<file path="src/include/csq_pkg.sv">
// Constants and types shared by the course program branch sequencer.
package csq_pkg;
    // Widths and depths.
    localparam int ADDR_W = 8;
    localparam int DATA_W = 32;
    localparam int LINE_W = 4;
    localparam int POS_W  = 6;
    localparam int LINES  = 16;
    localparam int N_IN   = 3;
    // Synchronised input slots: branch input a, branch input b, stop (active low).
    localparam int IN_A    = 0;
    localparam int IN_B    = 1;
    localparam int IN_STOP = 2;
    localparam logic [N_IN-1:0] SYNC_RST = 3'h4;
    // Register offsets.
    localparam logic [ADDR_W-1:0] OFS_CTRL     = 8'h00;
    localparam logic [ADDR_W-1:0] OFS_STATUS   = 8'h04;
    localparam logic [ADDR_W-1:0] OFS_PROG     = 8'h40;
    localparam logic [ADDR_W-1:0] OFS_PROG_END = 8'h80;
    localparam int PROG_IDX_LSB = 2;
    // Control register fields.
    localparam int CTRL_START_BIT = 0;
    localparam int CTRL_HALT_BIT  = 1;
    localparam int CTRL_LINE_LSB  = 4;
    // Status register fields.
    localparam int ST_RUN_BIT    = 0;
    localparam int ST_STOP_BIT   = 1;
    localparam int ST_MOVING_BIT = 2;
    localparam int ST_LINE_LSB   = 4;
    localparam int ST_POS_LSB    = 8;
    localparam int ST_IN_A_BIT   = 16;
    localparam int ST_IN_B_BIT   = 17;
    localparam int ST_OUT_LSB    = 18;
    // Program line word fields.
    localparam int CMD_LSB       = 0;
    localparam int EVAL_A_BIT    = 2;
    localparam int EVAL_B_BIT    = 3;
    localparam int EVAL_STOP_BIT = 4;
    localparam int MODE_A_LSB    = 5;
    localparam int MODE_B_LSB    = 7;
    localparam int LVL_IMM_BIT   = 9;
    localparam int OUT_A_LSB     = 10;
    localparam int BRANCH_INPUT_A_LSB     = 14;
    localparam int BRANCH_INPUT_B_LSB     = 18;
    localparam int POS_LSB       = 22;
    // Reset values.
    localparam logic [LINE_W-1:0] RST_LINE = 4'h0;
    localparam logic [POS_W-1:0]  RST_POS  = 6'h00;
    localparam logic [DATA_W-1:0] RST_WORD = 32'h0000_0000;

    typedef enum logic [1:0] {CMD_MOVE, CMD_BRANCH, CMD_LEVEL, CMD_END} csq_cmd_t;
    typedef enum logic [1:0] {BM_IGNORE, BM_IMMEDIATE, BM_COMPLETE} csq_bmode_t;
    typedef enum logic [1:0] {OM_OFF, OM_ON, OM_TARGET, OM_REMAIN} csq_omode_t;
    typedef enum logic [1:0] {ST_IDLE, ST_FETCH, ST_EXEC} csq_state_t;
endpackage

</file>
<file path="src/include/csq_core_if.sv">
// Bundle between the sequencer, its input synchroniser and its program memory.
`timescale 1ns/1ps
`default_nettype none
interface csq_core_if;
    import csq_pkg::*;
    logic [N_IN-1:0]   raw;
    logic [N_IN-1:0]   lvl;
    logic [N_IN-1:0]   rise;
    logic              wr_en;
    logic [LINE_W-1:0] wr_addr;
    logic [DATA_W-1:0] wr_data;
    logic              rd_en;
    logic [LINE_W-1:0] rd_addr;
    logic [DATA_W-1:0] rd_data;
    modport seq  (output raw, wr_en, wr_addr, wr_data, rd_en, rd_addr, input lvl, rise, rd_data);
    modport sync (input raw, output lvl, rise);
    modport mem  (input wr_en, wr_addr, wr_data, rd_en, rd_addr, output rd_data);
endinterface // csq_core_if
`default_nettype wire

</file>
<file path="src/design/csq_in_sync.sv">
// Two-stage synchroniser and rising edge detector for the program inputs.
`timescale 1ns/1ps
`default_nettype none
module csq_in_sync (
    // Clock and reset
    input  wire logic clk_i,
    input  wire logic rstn_i,
    // Synchroniser side of the core bundle
    csq_core_if.sync  sif
);
    import csq_pkg::*;

    for (genvar gi = 0; gi < N_IN; gi++) begin : g_in
        logic meta, stab, prev;
        logic next_meta, next_stab, next_prev;
        always_comb begin
            next_meta = sif.raw[gi];
            next_stab = meta;
            next_prev = stab;
        end
        always_ff @(posedge clk_i or negedge rstn_i) begin
            if (!rstn_i) begin
                meta <= SYNC_RST[gi];
                stab <= SYNC_RST[gi];
                prev <= SYNC_RST[gi];
            end else begin
                meta <= next_meta;
                stab <= next_stab;
                prev <= next_prev;
            end
        end
        assign sif.lvl[gi]  = stab;
        assign sif.rise[gi] = stab & ~prev;
    end
endmodule // csq_in_sync
`default_nettype wire

</file>
<file path="src/design/csq_prog_mem.sv">
// Program line store with a registered read port.
`timescale 1ns/1ps
`default_nettype none
module csq_prog_mem (
    // Clock and reset
    input  wire logic clk_i,
    input  wire logic rstn_i,
    // Memory side of the core bundle
    csq_core_if.mem   mif
);
    import csq_pkg::*;

    logic [DATA_W-1:0] store [LINES];
    logic [DATA_W-1:0] rd_q;
    logic [DATA_W-1:0] next_rd;

    always_ff @(posedge clk_i) begin
        if (mif.wr_en) begin
            store[mif.wr_addr] <= mif.wr_data;
        end
    end

    always_comb begin
        next_rd = mif.rd_en ? store[mif.rd_addr] : rd_q;
    end

    always_ff @(posedge clk_i or negedge rstn_i) begin
        if (!rstn_i) begin
            rd_q <= RST_WORD;
        end else begin
            rd_q <= next_rd;
        end
    end

    assign mif.rd_data = rd_q;
endmodule // csq_prog_mem
`default_nettype wire

</file>
<file path="src/design/csq_sequencer.sv">
// Course program sequencer: line branches on two branch inputs and level tests on input a.
//
// Chosen here: the placing of the registers and the plain strobed port.
`timescale 1ns/1ps
`default_nettype none
// Summary of operation
// - Branch line, rising edge on input a continues at next line one.
// - Branch line, rising edge on input b continues at next line two.
// - Branch line waits in place while no usable edge has been seen.
// - Branch line with no input evaluated goes on to next line one.
// - Immediate mode acts on an edge while the positioning run still moves.
// - With both evaluated inputs usable, the input whose edge came first wins.
// - A move line starts a run and goes on without waiting for it.
// - Level test takes next line one while input a is high.
// - Level test takes next line two while input a is low.
// - Level test with equal destinations is an unconditional jump.
// - Immediate level test samples input a in the step's first cycle.
// - Level test either waits for the run to finish or evaluates at once.
// - Status shows program running and halted by the stop input.
// - Status shows line, last position, both inputs and both outputs.
// - Ignore mode drops edges that arrive while a run is in progress.
// - Complete-first mode waits for the run, then uses edges since its start.
// - Active stop halts the run and holds the line; edges are still caught.
// - On and off outputs act at once; target outputs when the run starts.
module csq_sequencer (
    // Clock and reset
    input  wire logic                        CLK_I,
    input  wire logic                        RSTN_I,
    // Register port
    input  wire logic [csq_pkg::ADDR_W-1:0]  ADDR_I,
    input  wire logic [csq_pkg::DATA_W-1:0]  WDATA_I,
    input  wire logic                        WR_I,
    input  wire logic                        RD_I,
    output logic      [csq_pkg::DATA_W-1:0]  RDATA_O,
    // Branch and stop inputs
    input  wire logic                        BRANCH_INPUT_A_I,
    input  wire logic                        BRANCH_INPUT_B_I,
    input  wire logic                        STOP_N_I,
    // Positioning engine
    input  wire logic                        TARGET_REACHED_I,
    input  wire logic                        REMAIN_DIST_I,
    output logic                             POS_START_O,
    output logic      [csq_pkg::POS_W-1:0]   POS_SET_O,
    output logic                             POS_HALT_O,
    // Program outputs
    output logic                             PROGRAM_OUTPUT_A_O,
    output logic                             PROGRAM_OUTPUT_B_O
);
    import csq_pkg::*;

    csq_core_if core ();

    csq_in_sync u_sync (
        .clk_i  (CLK_I),
        .rstn_i (RSTN_I),
        .sif    (core.sync)
    );

    csq_prog_mem u_mem (
        .clk_i  (CLK_I),
        .rstn_i (RSTN_I),
        .mif    (core.mem)
    );

    // Fields of the line held in the memory read register.
    logic [DATA_W-1:0] word;
    csq_cmd_t          cmd;
    csq_bmode_t        mode_a, mode_b;
    logic              eval_a, eval_b, eval_stop, lvl_imm;
    logic [LINE_W-1:0] branch_input_a, branch_input_b;
    logic [POS_W-1:0]  pos_fld;

    assign word      = core.rd_data;
    assign cmd       = csq_cmd_t'(word[CMD_LSB +: 2]);
    assign mode_a    = csq_bmode_t'(word[MODE_A_LSB +: 2]);
    assign mode_b    = csq_bmode_t'(word[MODE_B_LSB +: 2]);
    assign eval_a    = word[EVAL_A_BIT];
    assign eval_b    = word[EVAL_B_BIT];
    assign eval_stop = word[EVAL_STOP_BIT];
    assign lvl_imm   = word[LVL_IMM_BIT];
    assign branch_input_a     = word[BRANCH_INPUT_A_LSB +: LINE_W];
    assign branch_input_b     = word[BRANCH_INPUT_B_LSB +: LINE_W];
    assign pos_fld   = word[POS_LSB +: POS_W];

    assign core.raw = {STOP_N_I, BRANCH_INPUT_B_I, BRANCH_INPUT_A_I};

    logic in_a, in_b, rise_a, rise_b, stop_act, hold;
    assign in_a     = core.lvl[IN_A];
    assign in_b     = core.lvl[IN_B];
    assign rise_a   = core.rise[IN_A];
    assign rise_b   = core.rise[IN_B];
    assign stop_act = ~core.lvl[IN_STOP];
    assign hold     = eval_stop & stop_act;

    // Register port decode.
    logic ctrl_wr, start_req, halt_req;
    always_comb begin
        ctrl_wr       = 1'b0;
        core.wr_en    = 1'b0;
        core.wr_addr  = ADDR_I[PROG_IDX_LSB +: LINE_W];
        core.wr_data  = WDATA_I;
        if (WR_I && ADDR_I == OFS_CTRL) begin
            ctrl_wr = 1'b1;
        end else if (WR_I && ADDR_I >= OFS_PROG && ADDR_I < OFS_PROG_END && ADDR_I[1:0] == 2'h0) begin
            core.wr_en = 1'b1;
        end
        start_req = ctrl_wr & WDATA_I[CTRL_START_BIT];
        halt_req  = ctrl_wr & WDATA_I[CTRL_HALT_BIT];
    end

    // Sequencer state.
    csq_state_t        state, next_state;
    logic [LINE_W-1:0] line, next_line, dest;
    logic [POS_W-1:0]  pos, next_pos;
    logic              running, next_running;
    logic              first, next_first;
    logic              lvl_cap, next_lvl_cap;
    logic              start, next_start;
    logic              go, consume;
    // Edge latches and run tracking.
    logic              lat_a, lat_b, first_b, run_active, tr_prev;
    logic              next_lat_a, next_lat_b, next_first_b, next_run_active;
    logic              cap_a, cap_b, tr_rise, go_a, go_b, lvl;

    assign tr_rise = TARGET_REACHED_I & ~tr_prev;
    assign go_a    = eval_a & lat_a & (mode_a != BM_COMPLETE | ~run_active);
    assign go_b    = eval_b & lat_b & (mode_b != BM_COMPLETE | ~run_active);
    assign lvl     = (lvl_imm && first) ? in_a : (lvl_imm ? lvl_cap : in_a);

    always_comb begin
        next_state   = state;
        next_line    = line;
        next_pos     = pos;
        next_running = running;
        next_first   = 1'b0;
        next_lvl_cap = lvl_cap;
        next_start   = 1'b0;
        go           = 1'b0;
        dest         = branch_input_a;
        consume      = 1'b0;
        core.rd_en   = 1'b0;
        core.rd_addr = line;
        if (halt_req) begin
            next_state   = ST_IDLE;
            next_running = 1'b0;
        end else if (start_req) begin
            next_state   = ST_FETCH;
            next_line    = WDATA_I[CTRL_LINE_LSB +: LINE_W];
            next_running = 1'b1;
            consume      = 1'b1;
        end else begin
            case (state)
                ST_IDLE: begin
                    next_running = 1'b0;
                end
                ST_FETCH: begin
                    core.rd_en = 1'b1;
                    next_state = ST_EXEC;
                    next_first = 1'b1;
                end
                ST_EXEC: begin
                    if (first) begin
                        next_lvl_cap = in_a;
                    end
                    if (!hold) begin
                        case (cmd)
                            CMD_MOVE: begin
                                next_start = 1'b1;
                                next_pos   = pos_fld;
                                go         = 1'b1;
                            end
                            CMD_BRANCH: begin
                                if (!eval_a && !eval_b) begin
                                    go = 1'b1;
                                end else if (go_a && go_b) begin
                                    go   = 1'b1;
                                    dest = first_b ? branch_input_b : branch_input_a;
                                end else if (go_a) begin
                                    go = 1'b1;
                                end else if (go_b) begin
                                    go   = 1'b1;
                                    dest = branch_input_b;
                                end
                            end
                            CMD_LEVEL: begin
                                if (lvl_imm || !run_active) begin
                                    go   = 1'b1;
                                    dest = lvl ? branch_input_a : branch_input_b;
                                end
                            end
                            default: begin
                                next_state   = ST_IDLE;
                                next_running = 1'b0;
                            end
                        endcase
                    end
                    if (go) begin
                        next_state = ST_FETCH;
                        next_line  = dest;
                        consume    = 1'b1;
                    end
                end
                default: begin
                    next_state = ST_IDLE;
                end
            endcase
        end
    end

    always_ff @(posedge CLK_I or negedge RSTN_I) begin
        if (!RSTN_I) begin
            state   <= ST_IDLE;
            line    <= RST_LINE;
            pos     <= RST_POS;
            running <= 1'b0;
            first   <= 1'b0;
            lvl_cap <= 1'b0;
            start   <= 1'b0;
        end else begin
            state   <= next_state;
            line    <= next_line;
            pos     <= next_pos;
            running <= next_running;
            first   <= next_first;
            lvl_cap <= next_lvl_cap;
            start   <= next_start;
        end
    end

    // A new edge in the cycle that consumes the latches survives them.
    always_comb begin
        cap_a           = rise_a & ~(mode_a == BM_IGNORE & run_active);
        cap_b           = rise_b & ~(mode_b == BM_IGNORE & run_active);
        next_lat_a      = cap_a | (lat_a & ~consume);
        next_lat_b      = cap_b | (lat_b & ~consume);
        next_first_b    = ((lat_a | lat_b) & ~consume) ? first_b : (cap_b & ~cap_a);
        next_run_active = next_start | (run_active & ~tr_rise);
    end

    always_ff @(posedge CLK_I or negedge RSTN_I) begin
        if (!RSTN_I) begin
            lat_a      <= 1'b0;
            lat_b      <= 1'b0;
            first_b    <= 1'b0;
            run_active <= 1'b0;
            tr_prev    <= 1'b0;
        end else begin
            lat_a      <= next_lat_a;
            lat_b      <= next_lat_b;
            first_b    <= next_first_b;
            run_active <= next_run_active;
            tr_prev    <= TARGET_REACHED_I;
        end
    end

    // Program outputs; the stop input leaves them alone.
    logic [1:0] out_lvl;
    for (genvar gi = 0; gi < 2; gi++) begin : g_out
        csq_omode_t fld, omode, next_omode;
        logic       out_q, next_out;
        assign fld = csq_omode_t'(word[OUT_A_LSB + 2 * gi +: 2]);
        always_comb begin
            next_omode = omode;
            if (state == ST_EXEC && first && (fld == OM_ON || fld == OM_OFF)) begin
                next_omode = fld;
            end else if (next_start && (fld == OM_TARGET || fld == OM_REMAIN)) begin
                next_omode = fld;
            end
            case (next_omode)
                OM_ON:     next_out = 1'b1;
                OM_TARGET: next_out = TARGET_REACHED_I;
                OM_REMAIN: next_out = REMAIN_DIST_I;
                default:   next_out = 1'b0;
            endcase
        end
        always_ff @(posedge CLK_I or negedge RSTN_I) begin
            if (!RSTN_I) begin
                omode <= OM_OFF;
                out_q <= 1'b0;
            end else begin
                omode <= next_omode;
                out_q <= next_out;
            end
        end
        assign out_lvl[gi] = out_q;
    end

    // Halt request to the engine and the read path.
    logic              halt, next_halt;
    logic [DATA_W-1:0] status, rdata, next_rdata;
    always_comb begin
        next_halt = running & hold & (state == ST_EXEC);
        status = '0;
        status[ST_RUN_BIT]              = running;
        status[ST_STOP_BIT]             = halt;
        status[ST_MOVING_BIT]           = run_active;
        status[ST_LINE_LSB +: LINE_W]   = line;
        status[ST_POS_LSB +: POS_W]     = pos;
        status[ST_IN_A_BIT]             = in_a;
        status[ST_IN_B_BIT]             = in_b;
        status[ST_OUT_LSB +: 2]         = out_lvl;
        if (RD_I && ADDR_I == OFS_STATUS) begin
            next_rdata = status;
        end else begin
            next_rdata = '0;
        end
    end

    always_ff @(posedge CLK_I or negedge RSTN_I) begin
        if (!RSTN_I) begin
            halt  <= 1'b0;
            rdata <= RST_WORD;
        end else begin
            halt  <= next_halt;
            rdata <= next_rdata;
        end
    end

    assign RDATA_O            = rdata;
    assign POS_START_O        = start;
    assign POS_SET_O          = pos;
    assign POS_HALT_O         = halt;
    assign PROGRAM_OUTPUT_A_O = out_lvl[0];
    assign PROGRAM_OUTPUT_B_O = out_lvl[1];
endmodule // csq_sequencer
`default_nettype wire

</file>
<file path="config.mk">
export PLATFORM = sky130hd
export DESIGN_NAME = csq_sequencer
export DESIGN_NICKNAME = d
export VERILOG_FILES = /design/src/include/csq_pkg.sv /design/src/include/csq_core_if.sv /design/src/design/csq_in_sync.sv /design/src/design/csq_prog_mem.sv /design/src/design/csq_sequencer.sv
export SDC_FILE = /design/constraint.sdc
export NUM_CORES = 1
export LEC_CHECK = 0
export ABC_AREA = 1
export BUFFER_PORTS_ARGS = -buffer_cell sky130_fd_sc_hd__buf_2
export CORE_MARGIN = 2
export CORE_UTILIZATION = 56
export DETAILED_ROUTE_END_ITERATION = 7
export GPL_TIMING_DRIVEN = 0
export MAX_ROUTING_LAYER = met4
export PLACE_DENSITY = 0.7
export SKIP_LAST_GASP = 1
export SYNTH_ARGS = -nofsm -noshare
export SYNTH_HDL_FRONTEND = slang
export SYNTH_SLANG_ARGS = --single-unit
</file>
<file path="constraint.sdc">
create_clock -name CLK_I -period 3.45 [get_ports CLK_I]
set_clock_uncertainty 0.2 [all_clocks]
set_input_delay 1.035 -clock CLK_I [delete_from_list [all_inputs] [get_ports CLK_I]]
set_output_delay 1.035 -clock CLK_I [all_outputs]
set_load 0.005 [all_outputs]
</file>
==> Word level (Yosys, flattened, before mapping) <==
Memory sizes are Yosys's and may differ from the RTL's. A register that Yosys moved wholly into a read port is not among the register bits.
Index checks and enable logic that the tools add are counted.
{ "totals": {"word_cells": 191, "ramBits": 512, "memories": 1, "register_bits": 68} }
{ "op_classes": {"n_reduce_logical": 39, "eq_ne": 24, "mux": 59, "n_lt_le_gt_ge": 2, "bitwise_logic": 40} }
{ "mem_list": {"columns": ["memory", "words", "width", "read_ports", "rd_ports_with_merged_regs", "wr", "line", "rtl"], "rows": [
  ["u_mem.store", 16, 32, 1, 1, 1, "csq_prog_mem.sv:13", "logic [DATA_W-1:0] store [LINES];"]
]} }
{ "ops": {"columns": ["operator", "n"], "rows": [
  ["two-way mux 4 bit", 11],
  ["two-way mux 1 bit", 32],
  ["bitwise AND 1 bit", 21],
  ["== test 2 bit (second input constant)", 10],
  ["two-way mux 20 bit", 1],
  ["two-way mux 2 bit", 9],
  ["logical NOT 2 bit", 7],
  ["logical AND 1 bit", 13],
  ["inverter 1 bit", 13],
  ["== test 2 x 1 -> 1 bit (second input constant)", 6],
  ["inequality test 5 bit (second input constant)", 2],
  ["case mux 1 bit (3 select lines)", 3],
  ["AND reduction 3 bit", 3],
  ["== test 8 x 3 -> 1 bit (second input constant)", 1],
  ["greater-or-equal comparator 8 x 7 -> 1 bit (second input constant)", 1],
  ["logical NOT 8 bit", 1],
  ["less-than comparator 8 bit (second input constant)", 1],
  ["inequality test 4 bit (second input constant)", 2],
  ["case mux 4 bit (2 select lines)", 1],
  ["OR 1 bit", 6],
  ["case mux 2 bit (3 select lines)", 1],
  ["logical OR 1 bit", 5],
  ["AND reduction 5 bit", 1],
  ["logical NOT 1 bit", 4],
  ["other kinds (7)", 9]
]} }

==> Logic depth before layout (Yosys ltp) <==
{ "depth": {"word_depth": 19, "mapped_depth": 12, "depth_no_buf": 12} }

==> By module <==
Synthesis repeated with hierarchy kept, for this count alone.
{ "unflattened": {"hier_cells": 2133, "area_unflattened_um2": 24399.7} }
{ "modules_own_cells": {"columns": ["module", "cells_each", "area_each_um2", "n_inst"], "rows": [
  ["csq_prog_mem", 1840, 21842.2, 1],
  ["csq_sequencer", 275, 2275.9, 1],
  ["csq_in_sync", 18, 281.5, 1]
]} }

==> Least setup slack after synthesis <==
OpenSTA, ideal clock, no wires.
{ "synth_timing": {"path_type": "input-to-reg", "from": "in ADDR_I[1] (netlist bit)", "to": "mem u_mem.store[10][0] (enable)", "required_time_ns": 2.837, "n_path_buf": 0, "arrival_ns": 2.920, "setup_ns": 0.413, "path_stages": 5, "slack_ns": -0.083, "cell_sequence": "nor2_1 > inv_1 > nor3_1 > nand3_1 > nor2_1"} }
{ "synth_between": {"elab_chain_len": 8} }
{ "synth_lines": {"columns": ["element", "line", "rtl"], "rows": [
  ["start, declared", "csq_sequencer.sv:30", "input wire logic [csq_pkg::ADDR_W-1:0] ADDR_I,"],
  ["greater-or-equal comparator 8 x 7 -> 1 bit", "csq_sequencer.sv:104", "end else if (WR_I && ADDR_I >= OFS_PROG && ADDR_I < OFS_PROG_END && ADDR_I[1:0] == 2'h0) begin"],
  ["logical AND 1 bit (3 in a row)", "csq_sequencer.sv:104", null],
  ["two-way mux 1 bit", "csq_sequencer.sv:104", null],
  ["two-way mux 1 bit (*)", "csq_sequencer.sv:102", "if (WR_I && ADDR_I == OFS_CTRL) begin"],
  ["two-way mux 1 bit (*)", "csq_prog_mem.sv:18", "if (mif.wr_en) begin"],
  ["two-way mux 1 bit (not written as such) (*)", "csq_prog_mem.sv:19", "store[mif.wr_addr] <= mif.wr_data;"],
  ["end, declared", "csq_prog_mem.sv:13", null]
]} }
Every way passes the cells marked *; elsewhere a longest branch is shown, timed or not.

==> Worst setup path in the final report <==
{ "layout_timing": {"from": "in ADDR_I[1] (netlist bit)", "to": "mem u_mem.store[11][5] (enable)"} }
The elaborated chain is that of the path after synthesis.

==> metrics.md <==
| Metric | Value |
|---|---|
| Status | `completed` |
| Setup TNS | `0 ps` |
| I/O pin total | `91` |
| Bufs on Longest Clock Path | `3` |
| Final Hold Viols | `0` |
| # rows | `71` |
| Hold Crit Class | `input pin to asynchronous set/reset pin` |
| RSZ-0062 raised after global routing | `false` |
| Reg clk slew, reported paths | `60 ps` |
| Design area | `between 20000 and 25000 um^2` |
| First-pass GRT wire length | `between 80000 and 90000 um` |
| EDFF count, synth | `about 450` |
| Post-synthesis cell area | `around 21000 um^2` |
| Via count | `14445` |
| Worst setup path category | `input pin to flip-flop` |
| Placer Congestion | `approximately 0.91` |
| Max Cap Viol | `0` |
| Setup Viol. Count Final | `0` |
| Initial antenna violation count | `0` |
| Ys async rst share | `15.3%` |
| Gr usage total | `between 30% and 40%` |
| Worst setup SP type | `input pin` |
| WL per Instance | `23.8 um` |
| Number of port buffers | `a little over 70` |
| Fin crit share | `between 90 and 100%` |
| Distinct cells, synth | `35` |
| Post-CTS Hold Buffers | `0` |
| Worst vdd ir | `0.415 mV` |
| Synthesized instance count | `1712` |
| Vias in the first global route | `between 10000 and 15000` |
| Core box area | `between 30000 and 40000 um^2` |
| Register area share after synthesis | `around three quarters` |
| Layout area overhead | `15.5%` |
| Setup WS post-layout | `148 ps` |
| Hold slack | `approximately 95 ps` |
| Post-synth top area cell | `edfxtp_1` |
| Gr ovfl total | `0` |
| Fmax achieved | `approximately 300 MHz` |
| Cells after DPL | `between 2000 and 2500` |
| Worst rel slew slack | `a little over a third` |
| Clock buffer count from CTS | `between 50 and 60` |
| DR iter-0 viols | `around 1800` |
| Layout cells sized above 1 | `between 10 and 15%` |
| Worst Path Required | `~3600 ps` |
| Post-DRT Antenna Nets | `0` |
| #FFs+latches synth | `approximately 530` |
| Top cells by area, synth | `edfxtp_1, dfrtp_1, nor2_1` |
| Post-Syn Area per Cell | `12.3 um^2` |
| Post-DP Area | `22700 um^2` |
| Clk_lat worst skew | `between 500 and 600 ps` |
| Post-DR vias/cell | `~6.0` |
| Place WS | `-359 ps` |
| Post-layout min period | `about 3300 ps` |
| Synth warn | `0` |
| Fillcell total | `~2700` |
| Overall die area | `slightly below 40000 um^2` |
| CTS tree | `yes` |
| Drt first pass iters | `5` |
| Worst EP arrival | `3400 ps` |
| Flop2flop setup slack | `~900 ps` |
| Inserted Diodes | `0` |
| CP max FO | `16` |
| Dominant synthesized flop cell | `edfxtp_1` |
| Least-Margin Pin Slew | `between 900 and 1000 ps` |
| Total Nets Final | `around 1900` |
| Largest net degree at the start of global routing | `69` |
| Residual DRC | `0` |
| Slew Viols, Final | `0` |
| Yosys top cell area share | `63.7%` |
| Die Wd | `198 um` |
| Pwr/cell area | `about 800 nW/um^2` |
| Layout Cells excl Fill | `2419` |
| Critical Path End Type | `flip-flop` |
| Master cell of the clock root buffer | `clkbuf_16` |
| Final HPWL from detailed placement | `between 30000 and 40000 um` |
| Depth of the CTS H-tree | `2` |
| Initial Util | `between 50% and 60%` |
| Sink Count | `approximately 530` |
| Post-CTS Setup Bufs | `0` |
| P_leak | `approximately 8.8 nW` |
| Gates resized, CTS repair | `0` |
| Final wirelength | `about 58000 um` |
| Die H | `198 um` |
[cell families after synthesis]
| group | synth area share (%) |
|---|---|
| buffers and inverters | 4.25 |
| DFF | 73.3 |
| and+or+nand+nor | 11.6 |
| adders and majority gates | 0.237 |
| AOI/OAI and AO/OA | 10.5 |
| other | 0.0178 |
[registers in the layout, indices dropped and copies added, names as in the netlist, 2 cells and up]
name                   flops
core.rd_addr               4
RDATA_O                   17
g_out.omode                4
state                      2
POS_SET_O                  6
u_mem.store              448
u_sync.g_in.next_prev      3
u_sync.g_in.meta           3
u_sync.g_in.prev           2
u_mem.mif.rd_data         28
[metrics by stage]
step | total power, mW | util, %
floorplan | 11.3 | -
global placement | 13.6 | 59.3
detailed placement | 13.8 | 60.7
CTS | 19.3 | 65.2
global route | 20.2 | 65.2
finish | 19.5 | 65.2
[synth_stat cells, types with 10 or more instances]
master,number
nor2_1,362
nand2_1,138
o21ai_1,49
inv_1,65
edfxtp_1,448
o221ai_1,30
buf_6,10
buf_4,26
o21ai_0,237
o211ai_1,55
buf_2,32
dfrtp_1,79
nand3_1,90
clkbuf_1,46
[worst paths after layout]
kind,to,from,cells after the start
max,u_mem.store[11][5],ADDR_I[1],7
min,u_mem.mif.rd_data[25],RSTN_I,1
max reg2reg,u_mem.mif.rd_data[13],core.rd_addr[3],5
min reg2reg,u_sync.g_in[1].next_prev,u_sync.g_in[1].meta,0
max in group asynchronous,u_sync.g_in[2].next_prev,RSTN_I,2
min in group CLK_I,u_sync.g_in[1].next_prev,u_sync.g_in[1].meta,0
[placed cells by master (no fill, tap or decap), drive strengths merged, types with 5 or more instances in the layout]
cell type,count
edfxtp,448
nor2,364
o21ai,286
buf,156
nand2,140
clkbuf,111
nand3,92
dfrtp,79
inv,66
o211ai,55
o221ai,30
clkinv,23
conb,15
a21oi,7
o21a,6
bufinv,6
nor3,5
[worst max-delay path, cell delays in order]
cell and delay [ps]:
buf_2 90, nor2_1 140, inv_1 70, nor3_1 520
nand3_1 470, nor2_4 810, buf_16 240
[where the power goes]
group          switching (mW)  leakage, nW  internal [mW]
combinational            4.59         2.89           1.83
sequential              0.164         5.04           7.24
clock                    2.37        0.824           3.27
[cell type report]
class | count | area, um^2 | area share, %
plain buffers | 116 | 649 | 2.66
clock buffers | 64 | 1380 | 5.65
clock inverters | 31 | 298 | 1.22
inverters | 66 | 248 | 1.02
multi-input cells | 1015 | 4900 | 20.1
flip-flops and latches | 529 | 15500 | 63.5
well taps | 511 | 639 | 2.62
repair buffers | 87 | 776 | 3.18
[per-layer routing]
layer	wire length (um)	global-route usage [%]
met3	6190	5.48
met2	26300	45.8
met4	2480	14.6
met1	22600	41.4
met5	0	-
Note: power is estimated with default switching activity, not from simulation.
